<file path="src/verilog/pphy_pkg.sv">
package pphy_pkg;
  // Bus geometry: 32-bit data, each register on its own aligned word.
  localparam int ADDR_W = 12;
  localparam int DATA_W = 32;
  localparam int REG_W = 16;
  localparam int FAULT_W = 9;
  localparam int LED_N = 4;
  localparam int ADV_W = 5;

  // Register indices as printed; the byte address is four times the index.
  localparam logic [9:0] IDX_CABLE_DIAG = 10'h0F4;
  localparam logic [9:0] IDX_PORT_CTRL = 10'h0F6;
  localparam logic [9:0] IDX_PORT_STAT = 10'h0F8;

  // Cable diagnostic register fields.
  localparam int CD_RESULT_LO = 13;
  localparam int CD_TEST_EN = 12;
  localparam int CD_FORCE_LINK = 11;
  localparam int CD_REMOTE_LOOP = 9;
  localparam int CD_FAULT_LO = 0;

  // Port control register fields.
  localparam int PC_LED_OFF = 15;
  localparam int PC_TX_DIS = 14;
  localparam int PC_AN_RESTART = 13;
  localparam int PC_MDIX_DIS = 10;
  localparam int PC_FORCE_MDI = 9;
  localparam int PC_AN_EN = 7;
  localparam int PC_FORCE_SPEED = 6;
  localparam int PC_FORCE_DUPLEX = 5;
  localparam int PC_ADV_LO = 0;

  // Port status register fields.
  localparam int PS_XOVER_VARIANT = 15;
  localparam int PS_POLARITY = 13;
  localparam int PS_SPEED = 10;
  localparam int PS_DUPLEX = 9;
  localparam int PS_MDI = 7;
  localparam int PS_AN_DONE = 6;
  localparam int PS_LINK_GOOD = 5;
  localparam int PS_PARTNER_LO = 0;

  // Ability bits of advertised and partner words.
  localparam int AB_100F = 3;
  localparam int AB_100H = 2;
  localparam int AB_10F = 1;

  // Reset values of the stored bits.
  localparam logic RST_AN_EN = 1'b1;
  localparam logic RST_FORCE_SPEED = 1'b1;
  localparam logic RST_FORCE_DUPLEX = 1'b1;
  localparam logic [ADV_W-1:0] RST_ADV = 5'h1F;
  localparam logic RST_XOVER_VARIANT = 1'b1;
  localparam logic RST_MDI = 1'b1;

  // Cable test outcome codes.
  localparam logic [1:0] CABLE_NORMAL = 2'h0;
  localparam logic [1:0] CABLE_OPEN = 2'h1;
  localparam logic [1:0] CABLE_SHORT = 2'h2;
  localparam logic [1:0] CABLE_FAILED = 2'h3;

  // Byte address of a register from its printed index.
  function automatic logic [ADDR_W-1:0] reg_addr(input logic [9:0] idx);
    reg_addr = {idx, 2'b00};
  endfunction : reg_addr
endpackage : pphy_pkg
</file>
<file path="src/verilog/cable_diag_seq.sv">
`timescale 1ns/1ps
// Runs one cable test: raises the request to the analog side, waits for its
// done strobe, captures outcome and distance, then drops the busy flag.
module cable_diag_seq #(
  parameter int FAULT_W = 9
) (
  // Clock, reset and enable.
  input wire logic clk_sys_i,
  input wire logic rst_n_i,
  input wire logic ce_i,
  // Software side.
  input wire logic start_i,
  output logic busy_o,
  output logic [1:0] result_o,
  output logic [FAULT_W-1:0] fault_count_o,
  // Analog measurement side.
  output logic test_req_o,
  input wire logic done_i,
  input wire logic [1:0] result_i,
  input wire logic [FAULT_W-1:0] fault_count_i
);
  import pphy_pkg::*;

  // The busy flag is the test-enable bit; a new start wins over a finishing test.
  always_ff @(posedge clk_sys_i or negedge rst_n_i) begin
    if (!rst_n_i) begin
      busy_o <= 1'b0;
      test_req_o <= 1'b0;
    end else if (ce_i) begin
      if (start_i) begin
        busy_o <= 1'b1;
        test_req_o <= 1'b1;
      end else if (busy_o && done_i) begin
        busy_o <= 1'b0;
        test_req_o <= 1'b0;
      end
    end
  end

  // Results are caught only when a running test ends, so they stay stable between tests.
  always_ff @(posedge clk_sys_i or negedge rst_n_i) begin
    if (!rst_n_i) begin
      result_o <= CABLE_NORMAL;
      fault_count_o <= '0;
    end else if (ce_i && busy_o && done_i && !start_i) begin
      result_o <= result_i;
      fault_count_o <= fault_count_i;
    end
  end
endmodule : cable_diag_seq

</file>
<file path="src/verilog/link_mode_resolve.sv">
`timescale 1ns/1ps
// Resolves operating speed, duplex and crossover from control bits and what
// the line side reports. All outputs are registered.
module link_mode_resolve (
  // Clock, reset and enable.
  input wire logic clk_sys_i,
  input wire logic rst_n_i,
  input wire logic ce_i,
  // Control bits.
  input wire logic an_en_i,
  input wire logic force_speed_i,
  input wire logic force_duplex_i,
  input wire logic mdix_dis_i,
  input wire logic force_mdi_i,
  input wire logic [pphy_pkg::ADV_W-1:0] adv_i,
  // Line side.
  input wire logic [pphy_pkg::ADV_W-1:0] partner_i,
  input wire logic an_done_i,
  input wire logic an_fail_i,
  input wire logic sensed_speed_100_i,
  input wire logic auto_mdi_i,
  // Results.
  output logic speed_100_o,
  output logic full_duplex_o,
  output logic mdi_o
);
  import pphy_pkg::*;

  logic [ADV_W-1:0] common; // Abilities both ends offer.

  assign common = adv_i & partner_i;

  // Pick the best common mode on success; forced values with negotiation off; on failure sensed speed and forced duplex.
  always_ff @(posedge clk_sys_i or negedge rst_n_i) begin
    if (!rst_n_i) begin
      speed_100_o <= 1'b0;
      full_duplex_o <= 1'b0;
    end else if (ce_i) begin
      if (!an_en_i) begin
        speed_100_o <= force_speed_i;
        full_duplex_o <= force_duplex_i;
      end else if (an_done_i) begin
        speed_100_o <= common[AB_100F] | common[AB_100H];
        full_duplex_o <= common[AB_100F] | (~common[AB_100H] & common[AB_10F]);
      end else if (an_fail_i) begin
        // Parallel detection gives speed only, so duplex is forced.
        speed_100_o <= sensed_speed_100_i;
        full_duplex_o <= force_duplex_i;
      end
    end
  end

  // Crossover: forced when automatic selection is off, else follow the line.
  always_ff @(posedge clk_sys_i or negedge rst_n_i) begin
    if (!rst_n_i) begin
      mdi_o <= RST_MDI;
    end else if (ce_i) begin
      mdi_o <= mdix_dis_i ? force_mdi_i : auto_mdi_i;
    end
  end
endmodule : link_mode_resolve

</file>
<file path="src/verilog/port_phy_control_status.sv">
// How it works
// - Two-bit cable result: normal, open, short, failed.
// - Writing one starts test; self-clears when done.
// - Nine-bit fault distance, about 0.4 m each.
// - Force-link bit makes link always pass.
// - Remote loopback returns receive pair to transmit.
// - LED-off drives all four LEDs high.
// - Transmit-disable bit turns off the transmitter.
// - Writing one restarts autonegotiation.
// - Crossover-disable stops automatic MDI/MDI-X selection.
// - Forced crossover: one MDI, zero MDI-X.
// - Autonegotiation enabled by default; else forced bits.
// - Forced speed: one 100, zero 10 Mbps.
// - Forced duplex when negotiation off or failed.
// - Five advertisement bits, all reset to one.
// - Writable crossover variant bit, resets to one.
// - Read-only reversed receive polarity flag.
// - Read-only resolved speed and duplex bits.
// - Read-only crossover state, one is MDI.
// - Read-only negotiation done and link good.
// - Read-only link partner ability bits.
//
// Local design decision: the APB register port.
`timescale 1ns/1ps
module port_phy_control_status #(
  parameter int FAULT_W = 9,
  parameter int LED_N = 4
) (
  // Clock, reset and enable.
  input wire logic clk_sys_i,
  input wire logic rst_n_i,
  input wire logic ce_i,
  // APB slave.
  input wire logic psel_i,
  input wire logic penable_i,
  input wire logic pwrite_i,
  input wire logic [pphy_pkg::ADDR_W-1:0] paddr_i,
  input wire logic [pphy_pkg::DATA_W-1:0] pwdata_i,
  input wire logic [3:0] pstrb_i,
  output logic [pphy_pkg::DATA_W-1:0] prdata_o,
  output logic pready_o,
  output logic pslverr_o,
  // Cable diagnostic engine.
  output logic cable_test_req_o,
  input wire logic cable_test_done_i,
  input wire logic [1:0] cable_result_i,
  input wire logic [FAULT_W-1:0] cable_fault_count_i,
  // Line status from the PHY core.
  input wire logic link_detect_i,
  input wire logic an_done_i,
  input wire logic an_fail_i,
  input wire logic sensed_speed_100_i,
  input wire logic auto_mdi_i,
  input wire logic polarity_rev_i,
  input wire logic [pphy_pkg::ADV_W-1:0] partner_i,
  // LED requests, active low.
  input wire logic [LED_N-1:0] led_req_n_i,
  // PHY controls.
  output logic [LED_N-1:0] port_led_n_o,
  output logic link_pass_o,
  output logic remote_loop_o,
  output logic tx_disable_o,
  output logic an_restart_o,
  output logic an_enable_o,
  output logic [pphy_pkg::ADV_W-1:0] adv_o,
  output logic auto_mdix_en_o,
  output logic crossover_variant_select_o,
  output logic speed_100_o,
  output logic full_duplex_o,
  output logic mdi_o
);
  import pphy_pkg::*;

  // Refuse widths that the register layout cannot hold.
  // Other widths need a new layout.
  if (FAULT_W != pphy_pkg::FAULT_W) begin : g_bad_fault_w
    $error("Fault count width must match the register field.");
  end
  if (LED_N != pphy_pkg::LED_N) begin : g_bad_led_n
    $error("The port has exactly four LED outputs.");
  end

  // Stored control bits; each has exactly one flop, shared by every alias.
  // Reserved bits have no flop.
  logic force_link; // Link forced to pass.
  logic remote_loop; // Remote loopback.
  logic led_off; // All LEDs off.
  logic tx_dis; // Transmitter disabled.
  logic an_restart; // Restart bit as last written.
  logic mdix_dis; // Automatic crossover disabled.
  logic force_mdi; // Forced crossover choice.
  logic an_en; // Autonegotiation enable.
  logic force_speed; // Forced speed, one is 100 Mbps.
  logic force_duplex; // Forced duplex, one is full.
  logic [ADV_W-1:0] adv; // Advertised abilities.
  logic xover_variant; // Crossover algorithm variant.

  // Captured line status.
  // Sampled so reads see settled values.
  logic polarity_rev; // Receive polarity reversed.
  logic an_done; // Negotiation complete.
  logic [ADV_W-1:0] partner; // Partner abilities.

  // Cable test state from the sequencer.
  logic test_busy; // Test-enable bit.
  logic [1:0] cable_result; // Last outcome.
  logic [FAULT_W-1:0] fault_count; // Last fault distance.

  // Bus decode.
  // The whole address must match.
  logic access; // Access phase present.
  logic commit; // Transfer completes at this edge.
  logic hit_cable; // Address is the cable diagnostic register.
  logic hit_ctrl; // Address is the port control register.
  logic hit_stat; // Address is the port status register.
  logic mapped; // Address is one of ours.
  logic wr_ok; // A mapped write completes now.
  logic [REG_W-1:0] wmask; // Bits covered by the byte strobes.
  logic [REG_W-1:0] rd_word; // Read value of the addressed register.
  logic cable_start; // Software requests a cable test.

  // Expand the low two strobes into a 16-bit write mask.
  function automatic logic [REG_W-1:0] lane_mask(input logic [3:0] strb);
    lane_mask = {{8{strb[1]}}, {8{strb[0]}}};
  endfunction : lane_mask

  // Merge masked write data into a stored field.
  // A strobe-less byte keeps its value.
  function automatic logic merge(input logic old_v, input logic new_v, input logic en);
    merge = en ? new_v : old_v;
  endfunction : merge

  // A transfer commits at the ready edge;
  // write and read data both belong to it.
  assign access = psel_i & penable_i;
  assign commit = access & pready_o;
  assign hit_cable = paddr_i == reg_addr(IDX_CABLE_DIAG);
  assign hit_ctrl = paddr_i == reg_addr(IDX_PORT_CTRL);
  assign hit_stat = paddr_i == reg_addr(IDX_PORT_STAT);
  assign mapped = hit_cable | hit_ctrl | hit_stat;
  assign wr_ok = commit & pwrite_i & mapped;
  assign wmask = lane_mask(pstrb_i);
  // A start needs its byte strobe.
  assign cable_start = wr_ok & hit_cable & wmask[CD_TEST_EN] & pwdata_i[CD_TEST_EN];

  // Read words; reserved and unmodelled bits read as zero.
  // Speed, duplex, crossover and link-good status bits mirror the registered pins.
  always_comb begin
    rd_word = '0;
    if (hit_cable) begin
      rd_word[CD_RESULT_LO +: 2] = cable_result;
      rd_word[CD_TEST_EN] = test_busy;
      rd_word[CD_FORCE_LINK] = force_link;
      rd_word[CD_REMOTE_LOOP] = remote_loop;
      rd_word[CD_FAULT_LO +: FAULT_W] = fault_count;
    end else if (hit_ctrl) begin
      rd_word[PC_LED_OFF] = led_off;
      rd_word[PC_TX_DIS] = tx_dis;
      rd_word[PC_AN_RESTART] = an_restart;
      rd_word[PC_MDIX_DIS] = mdix_dis;
      rd_word[PC_FORCE_MDI] = force_mdi;
      rd_word[PC_AN_EN] = an_en;
      rd_word[PC_FORCE_SPEED] = force_speed;
      rd_word[PC_FORCE_DUPLEX] = force_duplex;
      rd_word[PC_ADV_LO +: ADV_W] = adv;
      // Reserved control bits are not stored.
    end else if (hit_stat) begin
      rd_word[PS_XOVER_VARIANT] = xover_variant;
      rd_word[PS_POLARITY] = polarity_rev;
      rd_word[PS_SPEED] = speed_100_o;
      rd_word[PS_DUPLEX] = full_duplex_o;
      rd_word[PS_MDI] = mdi_o;
      rd_word[PS_AN_DONE] = an_done;
      rd_word[PS_LINK_GOOD] = link_pass_o;
      rd_word[PS_PARTNER_LO +: ADV_W] = partner;
    end
  end

  // APB answer: one wait cycle so that ready and data come from flops.
  always_ff @(posedge clk_sys_i or negedge rst_n_i) begin
    if (!rst_n_i) begin
      pready_o <= 1'b0;
      pslverr_o <= 1'b0;
      prdata_o <= '0;
    end else if (ce_i) begin
      // First access cycle latches the answer.
      if (access && !pready_o) begin
        pready_o <= 1'b1;
        // Unmapped addresses answer with an error.
        pslverr_o <= ~mapped;
        // Upper bits of the word read as zero.
        prdata_o <= {{(DATA_W - REG_W){1'b0}}, (pwrite_i ? {REG_W{1'b0}} : rd_word)};
      end else begin
        // The answer stands one cycle only.
        pready_o <= 1'b0;
        pslverr_o <= 1'b0;
        prdata_o <= '0;
      end
    end
  end

  // Cable diagnostic register: writable control bits only.
  always_ff @(posedge clk_sys_i or negedge rst_n_i) begin
    if (!rst_n_i) begin
      force_link <= 1'b0;
      remote_loop <= 1'b0;
    end else if (ce_i && wr_ok && hit_cable) begin
      // Result, enable and fault count are not stored here, so writes miss them.
      // Writing zero does not abort a test.
      force_link <= merge(force_link, pwdata_i[CD_FORCE_LINK], wmask[CD_FORCE_LINK]);
      remote_loop <= merge(remote_loop, pwdata_i[CD_REMOTE_LOOP], wmask[CD_REMOTE_LOOP]);
    end
  end

  // Port control register.
  // Restart is stored; its pulse is made apart.
  always_ff @(posedge clk_sys_i or negedge rst_n_i) begin
    if (!rst_n_i) begin
      led_off <= 1'b0;
      tx_dis <= 1'b0;
      an_restart <= 1'b0;
      mdix_dis <= 1'b0;
      force_mdi <= 1'b0;
      an_en <= RST_AN_EN;
      force_speed <= RST_FORCE_SPEED;
      force_duplex <= RST_FORCE_DUPLEX;
      adv <= RST_ADV;
    end else if (ce_i && wr_ok && hit_ctrl) begin
      led_off <= merge(led_off, pwdata_i[PC_LED_OFF], wmask[PC_LED_OFF]);
      tx_dis <= merge(tx_dis, pwdata_i[PC_TX_DIS], wmask[PC_TX_DIS]);
      an_restart <= merge(an_restart, pwdata_i[PC_AN_RESTART], wmask[PC_AN_RESTART]);
      mdix_dis <= merge(mdix_dis, pwdata_i[PC_MDIX_DIS], wmask[PC_MDIX_DIS]);
      force_mdi <= merge(force_mdi, pwdata_i[PC_FORCE_MDI], wmask[PC_FORCE_MDI]);
      an_en <= merge(an_en, pwdata_i[PC_AN_EN], wmask[PC_AN_EN]);
      force_speed <= merge(force_speed, pwdata_i[PC_FORCE_SPEED], wmask[PC_FORCE_SPEED]);
      force_duplex <= merge(force_duplex, pwdata_i[PC_FORCE_DUPLEX], wmask[PC_FORCE_DUPLEX]);
      // All five ability bits lie in the low byte.
      if (wmask[PC_ADV_LO]) begin
        adv <= pwdata_i[PC_ADV_LO +: ADV_W];
      end
    end
  end

  // Port status register: only the crossover variant bit is writable.
  // Read-only status bits ignore writes.
  always_ff @(posedge clk_sys_i or negedge rst_n_i) begin
    if (!rst_n_i) begin
      xover_variant <= RST_XOVER_VARIANT;
    end else if (ce_i && wr_ok && hit_stat) begin
      xover_variant <= merge(xover_variant, pwdata_i[PS_XOVER_VARIANT], wmask[PS_XOVER_VARIANT]);
    end
  end

  // Line status is sampled each cycle; it is synchronous to this clock.
  // The core shares this clock, so no synchroniser.
  always_ff @(posedge clk_sys_i or negedge rst_n_i) begin
    if (!rst_n_i) begin
      polarity_rev <= 1'b0;
      an_done <= 1'b0;
      partner <= '0;
    end else if (ce_i) begin
      polarity_rev <= polarity_rev_i;
      an_done <= an_done_i;
      partner <= partner_i;
    end
  end

  // Restart pulse: one cycle for every write that carries a one.
  // A written zero leaves the pulse low.
  always_ff @(posedge clk_sys_i or negedge rst_n_i) begin
    if (!rst_n_i) begin
      an_restart_o <= 1'b0;
    end else if (ce_i) begin
      an_restart_o <= wr_ok & hit_ctrl & wmask[PC_AN_RESTART] & pwdata_i[PC_AN_RESTART];
    end
  end

  // Registered copies of control bits that leave the block.
  // One cycle of lag buys pins straight from flops.
  always_ff @(posedge clk_sys_i or negedge rst_n_i) begin
    if (!rst_n_i) begin
      port_led_n_o <= '1;
      link_pass_o <= 1'b0;
      remote_loop_o <= 1'b0;
      tx_disable_o <= 1'b0;
      an_enable_o <= RST_AN_EN;
      adv_o <= RST_ADV;
      auto_mdix_en_o <= 1'b1;
      crossover_variant_select_o <= RST_XOVER_VARIANT;
    end else if (ce_i) begin
      // LED pins are active low, so off means driven high.
      port_led_n_o <= led_off ? '1 : led_req_n_i;
      // Link good in status follows the forced value too.
      link_pass_o <= force_link | link_detect_i;
      remote_loop_o <= remote_loop;
      tx_disable_o <= tx_dis;
      an_enable_o <= an_en;
      adv_o <= adv;
      auto_mdix_en_o <= ~mdix_dis;
      crossover_variant_select_o <= xover_variant;
    end
  end

  // Cable test sequencer.
  // It owns the self-clearing enable and results.
  cable_diag_seq #(
    .FAULT_W(FAULT_W)
  ) u_cable_diag (
    .clk_sys_i(clk_sys_i),
    .rst_n_i(rst_n_i),
    .ce_i(ce_i),
    .start_i(cable_start),
    .busy_o(test_busy),
    .result_o(cable_result),
    .fault_count_o(fault_count),
    .test_req_o(cable_test_req_o),
    .done_i(cable_test_done_i),
    .result_i(cable_result_i),
    .fault_count_i(cable_fault_count_i)
  );

  // Speed, duplex and crossover resolution.
  // It reads the raw line inputs, not the copies.
  link_mode_resolve u_resolve (
    .clk_sys_i(clk_sys_i),
    .rst_n_i(rst_n_i),
    .ce_i(ce_i),
    .an_en_i(an_en),
    .force_speed_i(force_speed),
    .force_duplex_i(force_duplex),
    .mdix_dis_i(mdix_dis),
    .force_mdi_i(force_mdi),
    .adv_i(adv),
    .partner_i(partner_i),
    .an_done_i(an_done_i),
    .an_fail_i(an_fail_i),
    .sensed_speed_100_i(sensed_speed_100_i),
    .auto_mdi_i(auto_mdi_i),
    .speed_100_o(speed_100_o),
    .full_duplex_o(full_duplex_o),
    .mdi_o(mdi_o)
  );
endmodule : port_phy_control_status

</file>
<file path="config.mk">
export PLATFORM = sky130hd
export DESIGN_NAME = port_phy_control_status
export DESIGN_NICKNAME = d
export VERILOG_FILES = /design/src/verilog/pphy_pkg.sv /design/src/verilog/cable_diag_seq.sv /design/src/verilog/link_mode_resolve.sv /design/src/verilog/port_phy_control_status.sv
export SDC_FILE = /design/constraint.sdc
export NUM_CORES = 1
export LEC_CHECK = 0
export ABC_AREA = 1
export ABC_CLOCK_PERIOD_IN_PS = 1100
export BUFFER_PORTS_ARGS = -buffer_cell sky130_fd_sc_hd__buf_2
export CORE_ASPECT_RATIO = 1.1
export CORE_UTILIZATION = 45
export CTS_CLUSTER_SIZE = 20
export DETAILED_ROUTE_END_ITERATION = 8
export HOLD_SLACK_MARGIN = 0.06
export PLACE_DENSITY = 0.84
export SLEW_MARGIN = 5
export SYNTH_ARGS = -nofsm -noshare
export SYNTH_HDL_FRONTEND = slang
export SYNTH_SLANG_ARGS = --single-unit
</file>
<file path="constraint.sdc">
create_clock -name clk_sys_i -period 1.1 [get_ports clk_sys_i]
set_input_delay 0.055 -clock clk_sys_i [delete_from_list [all_inputs] [get_ports clk_sys_i]]
set_output_delay 0.055 -clock clk_sys_i [all_outputs]
set_load 0.1 [all_outputs]
</file>
== Word level (Yosys, flattened, before mapping) ==
Index checks and enable logic that the tools add are counted.
Operators by class
  reduce and logical (&&, ||, !) cells: 18
  multiplexer cells: 30
  eq/ne operators: 4
  bitwise gates (word level): 20
Operators with widths (number)
  $eq A12 B10 Y1 const B: 3
  $mux W16: 2
  $mux W8: 3
  $mux W1: 20
  $reduce_and A2 Y1: 6
  $and A1 B1 Y1: 11
  $logic_and A1 B1 Y1: 9
  $mux W2: 4
  $or A1 B1 Y1: 5
  $and A4 B4 Y4: 1
  $mux W4: 1
  $ne A3 B3 Y1 const B: 1
  $not A1 Y1: 3
  $logic_not A1 Y1: 2
  $reduce_bool A2 Y1: 1
Storage, ports and cells
  bits in registers: 88
  output and inout bits: 54
  word-level logic and storage cells: 105
  input bits: 81

== Depth between registers and ports, before layout ==
Gate-level depths: netlist (run 1).
  depth in word-level cells: 9
  gate-level depth with buffers: 10
  mapped depth without buffers: 9

== Modules after synthesis ==
A second synthesis (run 1) with hierarchy kept.
Unflattened totals
  cells, all modules: 438
  area total of the unflattened synthesis: 3578.4 um^2
By module, submodules not included
  port_phy_control_status: instances 1, seq. area each 1452.6 um^2, cells each 348, area an instance 2854.0 um^2
  cable_diag_seq: instances 1, seq. area each 300.3 um^2, cells each 56, area an instance 510.5 um^2
  link_mode_resolve: instances 1, seq. area each 76.3 um^2, cells each 34, area an instance 214.0 um^2

== Least setup slack after synthesis (run 1) ==
No wires, ideal clock.
  path type: register to register
  start point: reg pready_o
  end point: reg u_cable_diag.fault_count_o[0]
  required time: 983 ps
  path buffers: 1
  period minus slack after synthesis: 1783 ps
  slack: -683 ps
  data arrival time: 1666 ps
  library setup time: 117 ps
  cell stages (with the launch flop): 7
  path through: dfrtp_1 nand2_1 nor3_2 nand2_4 buf_6 nand3_1 nand2_1
Between the ends
  cells in the longest elaborated chain, start to end: 8
RTL lines
  start, declared: RTL line port_phy_control_status.sv:41  | output logic pready_o,
  start signal, assigned: RTL line port_phy_control_status.sv:182  | pready_o <= 1'b0;
  start signal, assigned: RTL line port_phy_control_status.sv:188  | pready_o <= 1'b1;
  start signal, assigned: RTL line port_phy_control_status.sv:195  | pready_o <= 1'b0;
  $and A1 B1 Y1: RTL line port_phy_control_status.sv:136  | assign commit = access & pready_o;
  $and A1 B1 Y1 (2 in series): RTL line port_phy_control_status.sv:141  | assign wr_ok = commit & pwrite_i & mapped;
  $and A1 B1 Y1 (3 in series): RTL line port_phy_control_status.sv:144  | assign cable_start = wr_ok & hit_cable & wmask[CD_TEST_EN] & pwdata_i[CD_TEST_EN];
  $logic_not A1 Y1: RTL line cable_diag_seq.sv:45  | end else if (ce_i && busy_o && done_i && !start_i) begin
  $logic_and A1 B1 Y1: RTL line cable_diag_seq.sv:45
  end signal, assigned: RTL line cable_diag_seq.sv:47  | fault_count_o <= fault_count_i;
  end, declared: RTL line cable_diag_seq.sv:15  | output logic [FAULT_W-1:0] fault_count_o,
Every way passes these cells.
A chain may end at the register's enable or synchronous reset.

== Worst setup path after layout (run 1) ==
  start point: reg pready_o
  end point: reg prdata_o[14] (netlist name)
Between the ends
  cells in the longest elaborated chain, start to end: 3
RTL lines
  $logic_not A1 Y1: RTL line port_phy_control_status.sv:187  | if (access && !pready_o) begin
  $logic_and A1 B1 Y1: RTL line port_phy_control_status.sv:187
  $mux W16: RTL line port_phy_control_status.sv:187
  end signal, assigned: RTL line port_phy_control_status.sv:192  | prdata_o <= {{(DATA_W - REG_W){1'b0}}, (pwrite_i ? {REG_W{1'b0}} : rd_word)};
  end, declared: RTL line port_phy_control_status.sv:40  | output logic [pphy_pkg::DATA_W-1:0] prdata_o,
Every way passes these cells.

==> impl_metrics.csv, run 1 <==
group,metric,value,unit
synthesis,ys.warnings.count,0,
power_and_ir_drop,leakage,3.014,nW
setup_path,arrival,1.62,ns
setup_path,worstSetupPathType,"register to register",
clock_network,clk_latency,0.36,ns
floorplan,die_area,8350,µm²
finish,syn_to_final_growth,63.04,%
power_and_ir_drop,p_per_area,1270,nW/µm²
placed_design,gp_congestion,0.8939,
floorplan,initial_core_util,47.32,%
finish,diodes,0,
setup_path,startpoint,"pready_o",
power_and_ir_drop,power,0.007441,W
clock_network,clock_tree.htree_level_count,3,
detailed_routing,drt-initial-drc-count,317,
timing,max_freq,749.7,MHz
timing,period_share,121.3,%
setup_path,end_kind,"register",
setup_path,worstPathRequired,1.38,ns
synthesis,syn_area_per_cell,8.133,µm²
detailed_routing,wl_per_cell,15.41,µm
clock_network,cts_root_buffer,"clkbuf_8",
placed_design,hpwl,7462,µm
global_route,grt_max_degree,73,
global_route,grt_pass1_wl,17620,µm
global_route,grt_use_total,28.66,%
synthesis,synth.distinct_cells,28,
setup_path,timing.rr.end,"prdata_o[14]",
detailed_routing,first_pass_iters,5,
finish,drive_gt1_share,38.03,%
setup_path,reg2regPathDepth,6,
clock_network,cts.sinks,72,
setup_path,timing.reg2reg.setup_slack,-0.23,ns
clock_network,cts_buffers,9,
synthesis,synth_area,3595,µm²
setup_path,slowest_delay,0.51,ns
floorplan,fp.dieH,95.74,µm
setup_path,crit_path_max_fanout,5,
finish,fin_nets,707,
global_route,grt_pass1_vias,3641,
run_status,outcome,"finished, violations left",
global_route,antenna_found_initial,0,
timing,hold_viol,0,
floorplan,ioPinCount,135,
detailed_routing,wl_met3,676,µm
worst_hold_path,hold_class,"input port to register",
detailed_routing,antenna_left,0,
setup_path,timing.rr.start,"pready_o",
synthesis,ys_ff_latch,72,
floorplan,core_area,7597,µm²
run_status,violations,"setup timing",
synthesis,syn_inst,442,
timing,fin_skew,0.009338,ns
placed_design,portBuffers,99,
setup_path,cpMaxStageDelayCell,"dfrtp_4",
timing,rsz0062_at_grt,"yes",
global_route,grt.overflow.total,0,
detailed_routing,route.detailed.drc,0,
timing,tns,-8.205,ns
synthesis,synth-seq-area-share,50.89,%
clock_network,cts_buffer_depth,2,
power_and_ir_drop,vdd_ir_drop_max,0.9425,mV
detailed_routing,via_per_inst,5.061,
timing,min_period,1.334,ns
setup_path,worstPathCellList,"nor2_4 -> nand2_2 -> nor2_4 -> buf_6 -> nand3_1 -> nand3_1",
detailed_routing,wl,11350,µm
run,maxCapViolCount,0,
timing,whs,0.1436,ns
setup_path,crit_end,"prdata_o[14]",
timing,setup_viol,60,
detailed_routing,routed.top_layer,"met4",
detailed_routing,vias,3725,
timing,worst_slack,-0.2338,ns
floorplan,fp.dieW,87.22,µm
clock_network,clk_pin_slew_worst_paths,0.08,ns
detailed_routing,wl_met1,4404,µm
floorplan,num_rows,33,
setup_path,crit_path_start_kind,"register",
detailed_routing,wl_met2,5867,µm
finish,filler_cell_count,496,
timing,slew_viol_final,0,
clock_network,cts_tree,"built",
-- stage by stage --
stage | instance area (µm²) | cells | utilization, % | worst slack [ns]
3_5_place_dp | 4922 | 664 | 64.79 | -0.2649
3_3_place_gp | 4922 | 664 | 64.79 | -0.2037
6_report | 5861 | 736 | 77.14 | -0.2338
5_1_grt | 5861 | 736 | 77.14 | -0.2834
4_1_cts | 5771 | 729 | 75.96 | -0.1977
2_1_floorplan | 3679 | 457 | - | -0.3021
-- repair_timing --
item / CTS / global route
setup buffers: 8 / 7
gates cloned: 1 / 0
hold buffers: 40 / 0
hold endpoints to repair: 114 / 0
gates resized for setup: 26 / 15
endpoints found under the setup margin: 55 / 65
pin swaps: 5 / 4
-- cell usage in the layout, fill, tap and decap left out, types with 3 or more instances in the layout --
cell type / instances
nand2_1: 166
buf_2: 61
nand3_1: 55
dfrtp_1: 42
dlygate4sd3_1: 40
buf_12: 40
buf_4: 37
inv_1: 27
dfstp_2: 22
conb_1: 16
nand2_2: 15
o21ai_0: 12
nor2_1: 10
o21ai_1: 10
nor2_4: 9
clkbuf_8: 9
buf_6: 9
nand4_1: 8
nand2_4: 6
dfrtp_2: 6
inv_2: 4
bufinv_16: 4
nand3_2: 3
-- Yosys cell counts, drive strengths merged --
library cell	number	share of area, %
nand3	60	8.8
dfrtp	50	35
buf	26	5.4
o211ai	1	0.21
conb	1	0.10
nor3	1	0.28
inv	31	3.2
o22ai	1	0.17
a21oi	1	0.14
nand3b	1	0.21
nand2	187	20
a31oi	1	0.17
nand4	8	1.4
nor2	23	4.8
clkbuf	4	0.42
o21ai	24	3.3
dfstp	22	16
-- worst min-delay path by stage --
stage | endpoint | from | slack, ns | cells after the start
5_1_grt | adv_o[1] | ce_i | 0.16 | 4
3_5_place_dp | u_cable_diag.result_o[0] | rst_n_i | 0.11 | 2
2_1_floorplan | an_done | rst_n_i | -0.24 | 0
6_report | crossover_variant_select_o | ce_i | 0.14 | 4
3_3_place_gp | u_cable_diag.fault_count_o[4] | rst_n_i | 0.11 | 2
4_1_cts | crossover_variant_select_o | ce_i | 0.12 | 4
-- logic make-up after synthesis --
logic type             count (synthesis)  share of synthesized area (%)
AO/OA/AOI/OAI                         28                          4.038
buffers and inverters                 61                          9.049
flip-flops                            72                          50.89
other                                  1                         0.1043
AND/OR/NAND/NOR                      280                          35.92
-- registers in the layout, indices dropped and copies added, names as in the netlist, 2 cells and up --
signal                      flops
adv                             5
adv_o                           5
partner                         5
port_led_n_o                    4
prdata_o                       16
u_cable_diag.fault_count_o      9
u_cable_diag.result_o           2
-- worst max-delay path: cells and delay by family, from the launching register on --
family	cells	cell delay, ns
flip-flops	1	0.51
AND/OR/NAND/NOR	5	0.60
buffers and inverters	1	0.15
-- power breakdown --
part           internal, W  total [W]  switching (W)
Combinational     0.000533    0.00150       0.000963
Clock              0.00174    0.00280        0.00106
Sequential         0.00292    0.00315       0.000230
Total              0.00519    0.00744        0.00225
-- area by class of cell --
type / count / area [µm²] / share of cell area [%]
multi-input combinational: 325 / 1617 / 27.58
clock buffer: 9 / 123.9 / 2.114
inverter: 31 / 116.4 / 1.985
tap: 105 / 131.4 / 2.242
sequential: 72 / 1844 / 31.47
clock inverter: 7 / 142.6 / 2.434
timing repair buffer: 187 / 1886 / 32.17
-- per-layer routing --
metal,global-route usage (%),vias up
met5,0,-
met4,15.57,0
met3,3.688,37
met2,50.13,173
met1,34.49,1775
li1,-,1740
No activity file was read; power rests on OpenSTA's default activity.
==> inputs of run 2 (changes only) <==
--- a/config.mk
+++ b/config.mk
@@ -5,11 +5,11 @@
 export SDC_FILE = /design/constraint.sdc
 export NUM_CORES = 1
 export LEC_CHECK = 0
-export ABC_AREA = 1
 export ABC_CLOCK_PERIOD_IN_PS = 1100
 export BUFFER_PORTS_ARGS = -buffer_cell sky130_fd_sc_hd__buf_2
+export CAP_MARGIN = 10
 export CORE_ASPECT_RATIO = 1.1
-export CORE_UTILIZATION = 45
+export CORE_UTILIZATION = 44
 export CTS_CLUSTER_SIZE = 20
 export DETAILED_ROUTE_END_ITERATION = 8
 export HOLD_SLACK_MARGIN = 0.06
==> impl_metrics.csv, run 2 <==
group,metric,value,unit
detailed_routing,wl_per_cell,18.52,µm
finish,final_common_cell,"buf_2",
run,maxCapViolCount,0,
power_and_ir_drop,vdd_ir_drop_max,0.6387,mV
finish,fin_nets,528,
setup_path,worstSetupPathType,"register to register",
setup_path,crit_path_max_fanout,6,
power_and_ir_drop,leakage,2.660,nW
clock_network,clk_pin_slew_worst_paths,0.08,ns
finish,diodes,0,
timing,whs,0.1044,ns
global_route,grt.overflow.total,0,
setup_path,startpoint,"pready_o",
setup_path,timing.reg2reg.setup_slack,-0.46,ns
worst_hold_path,hold_class,"input port to register",
detailed_routing,first_pass_iters,9,
global_route,antenna_found_initial,0,
timing,hold_viol,0,
finish,final_cell_mix,"buf_2 (60), dfrtp_1 (43), buf_12 (41), dlygate4sd3_1 (40), buf_4 (25)",
floorplan,fp.dieW,84.77,µm
placed_design,gp_congestion,0.8123,
synthesis,ys_ff_latch,72,
clock_network,clk_latency,0.35,ns
power_and_ir_drop,p_per_area,1110,nW/µm²
finish,final_core_util,79.66,%
worst_hold_path,hold_depth,3,
floorplan,initial_core_util,46.26,%
finish,largest-register,"prdata_o",
clock_network,cts.sinks,72,
setup_path,crit_path_start_kind,"register",
clock_network,cts_tree,"built",
run_status,outcome,"finished, violations left",
synthesis,synth-seq-area-share,55.17,%
worst_hold_path,whs_endpoint,"prdata_o[0]",
setup_path,worstPathRequired,1.34,ns
finish,drive_gt1_share,59.07,%
synthesis,synth_top_flop_cell,"dfrtp_1",
synthesis,async_reset_ff_share,100.0,%
clock_network,cts_buffer_depth,2,
clock_network,clock_tree.htree_level_count,3,
run_status,violations,"DRC, setup timing",
timing,fin_skew,0.01120,ns
synthesis,post-synth-top-area-fraction,37.74,%
synthesis,synth_edf_count,0,
floorplan,core_area,7167,µm²
synthesis,yosys.area.top_type,"dfrtp_1",
timing,worst_slack,-0.4583,ns
finish,top_regs,"prdata_o: 16 flops, u_cable_diag.fault_count_o: 9 flops",
synthesis,synth_area,3316,µm²
detailed_routing,vias,2834,
global_route,grt_pass1_wl,15980,µm
global_route,grt_max_degree,30,
floorplan,die_area,7887,µm²
clock_network,cts_buffers,9,
power_and_ir_drop,cell_internal_pwr,0.004500,W
synthesis,syn_inst,270,
synthesis,synth.distinct_cells,41,
detailed_routing,drt-initial-drc-count,158,
setup_path,end_kind,"register",
timing,slew_viol_final,0,
global_route,grt_pass1_vias,3150,
global_route,grt_use_total,26.82,%
placed_design,pre_cts_ws,-0.8400,ns
placed_design,hpwl,6343,µm
floorplan,num_rows,32,
setup_path,reg2regPathDepth,5,
timing,max_freq,641.7,MHz
power_and_ir_drop,p_switching,0.001839,W
timing,tns,-18.48,ns
synthesis,netlist_top_cells_area,"dfrtp_1 (38%), dfstp_2 (17%), mux2_2 (13%)",
clock_network,cts_root_buffer,"clkbuf_8",
setup_path,timing.rr.end,"u_cable_diag.fault_count_o[1]",
synthesis,syn_area_per_cell,12.28,µm²
synthesis,ys.warnings.count,0,
setup_path,arrival,1.79,ns
power_and_ir_drop,combPwrFrac,18.5,%
timing,setup_viol,63,
finish,largest_reg_flops,16,
timing,min_period,1.558,ns
power_and_ir_drop,power_frac_seq,43.7,%
detailed_routing,via_per_inst,5.277,
finish,syn_to_final_growth,72.19,%
timing,period_share,141.7,%
floorplan,fp.dieH,93.05,µm
detailed_routing,wl,9944,µm
synthesis,yosysMostFrequentCell,"dfrtp_1",
detailed_routing,antenna_left,0,
placed_design,portBuffers,99,
power_and_ir_drop,p_sw_share,29.01,%
timing,rsz0062_at_grt,"yes",
setup_path,timing.rr.start,"pready_o",
detailed_routing,route.detailed.drc,9,
floorplan,ioPinCount,135,
worst_hold_path,hold_path.startpoint,"ce_i",
power_and_ir_drop,clkPwrFrac,37.9,%
synthesis,yosys-top-cells-count,"dfrtp_1 (50), mux2_2 (38), dfstp_2 (22)",
==> run 2: cell count changes after synthesis, moves of 7 or more <==
cell,before,now
nand2_1,178,13
nand3_1,58,14
mux2_2,0,38
o21ai_0,18,2
inv_1,27,13
mux2i_1,0,12
a21oi_1,1,12
o221ai_1,0,9
mux2_4,0,8
nand2_2,7,0
==> run 2: logic make-up after synthesis <==
kind of cell	after synthesis	share of synthesized area [%]
DFF	72	55.17
and+or+nand+nor	60	9.623
muxes	58	20.15
buffers and inverters	42	6.830
AOI/OAI and AO/OA	37	8.114
other	1	0.1131
==> run 2: critical path: stages (launching register included) <==
cell and delay, ns:
dfrtp_4 0.51, nand4_1 0.12, nor2_2 0.07, a21oi_2 0.22
buf_6 0.19, mux2_2 0.34
==> run 2: layout make-up <==
cell class | instances | area [µm²]
multi-input combinational | 171 | 1588
tap | 85 | 106.4
timing repair buffer | 179 | 1863
clock buffer | 10 | 137.6
inverter | 14 | 52.55
sequential | 72 | 1871
fill | 383 | 1458
clock inverter | 6 | 91.34
==> run 2: routing by layer <==
layer	GRT usage, %	vias to the layer above	wire length (µm)
li1	-	1297	-
met1	32.69	1396	4043
met2	47.22	120	5198
met3	5.384	21	479
met4	9.746	0	223
met5	0	-	0
==> run 2: stage by stage <==
step / area, µm² / std cells / total power, W
after global routing: 5709 / 537 / 0.006544
after detailed placement: 4812 / 479 / 0.003821
after CTS: 5667 / 538 / 0.006347
final: 5709 / 537 / 0.006339
after floorplan: 3522 / 285 / 0.003449
after global placement: 4812 / 479 / 0.003806
==> run 2: worst max path at each step <==
stage | end | slack (ns) | cells past startpoint
after floorplan | adv[0] | -0.70 | 6
after global placement | adv[4] | -0.80 | 6
after detailed placement | force_speed | -0.84 | 6
after CTS | force_speed | -0.42 | 4
after global routing | u_cable_diag.fault_count_o[1] | -0.51 | 5
final | u_cable_diag.fault_count_o[1] | -0.46 | 5
==> run 2: repair_timing <==
action,4_1_cts,5_1_grt
hold buffers,40,0
endpoints found under the setup margin,63,64
pin swaps,12,2
setup buffers,6,1
hold endpoints to repair,108,0
gates resized for setup,44,13
==> run 2: power by group through the flow <==
stage          clock [W]  combinational, W  sequential, W
3_5_place_dp           0           0.00100        0.00282
6_report         0.00240           0.00117        0.00277
4_1_cts          0.00242           0.00115        0.00277
3_3_place_gp           0          0.000991        0.00281
5_1_grt          0.00254           0.00123        0.00278
2_1_floorplan          0          0.000436        0.00301
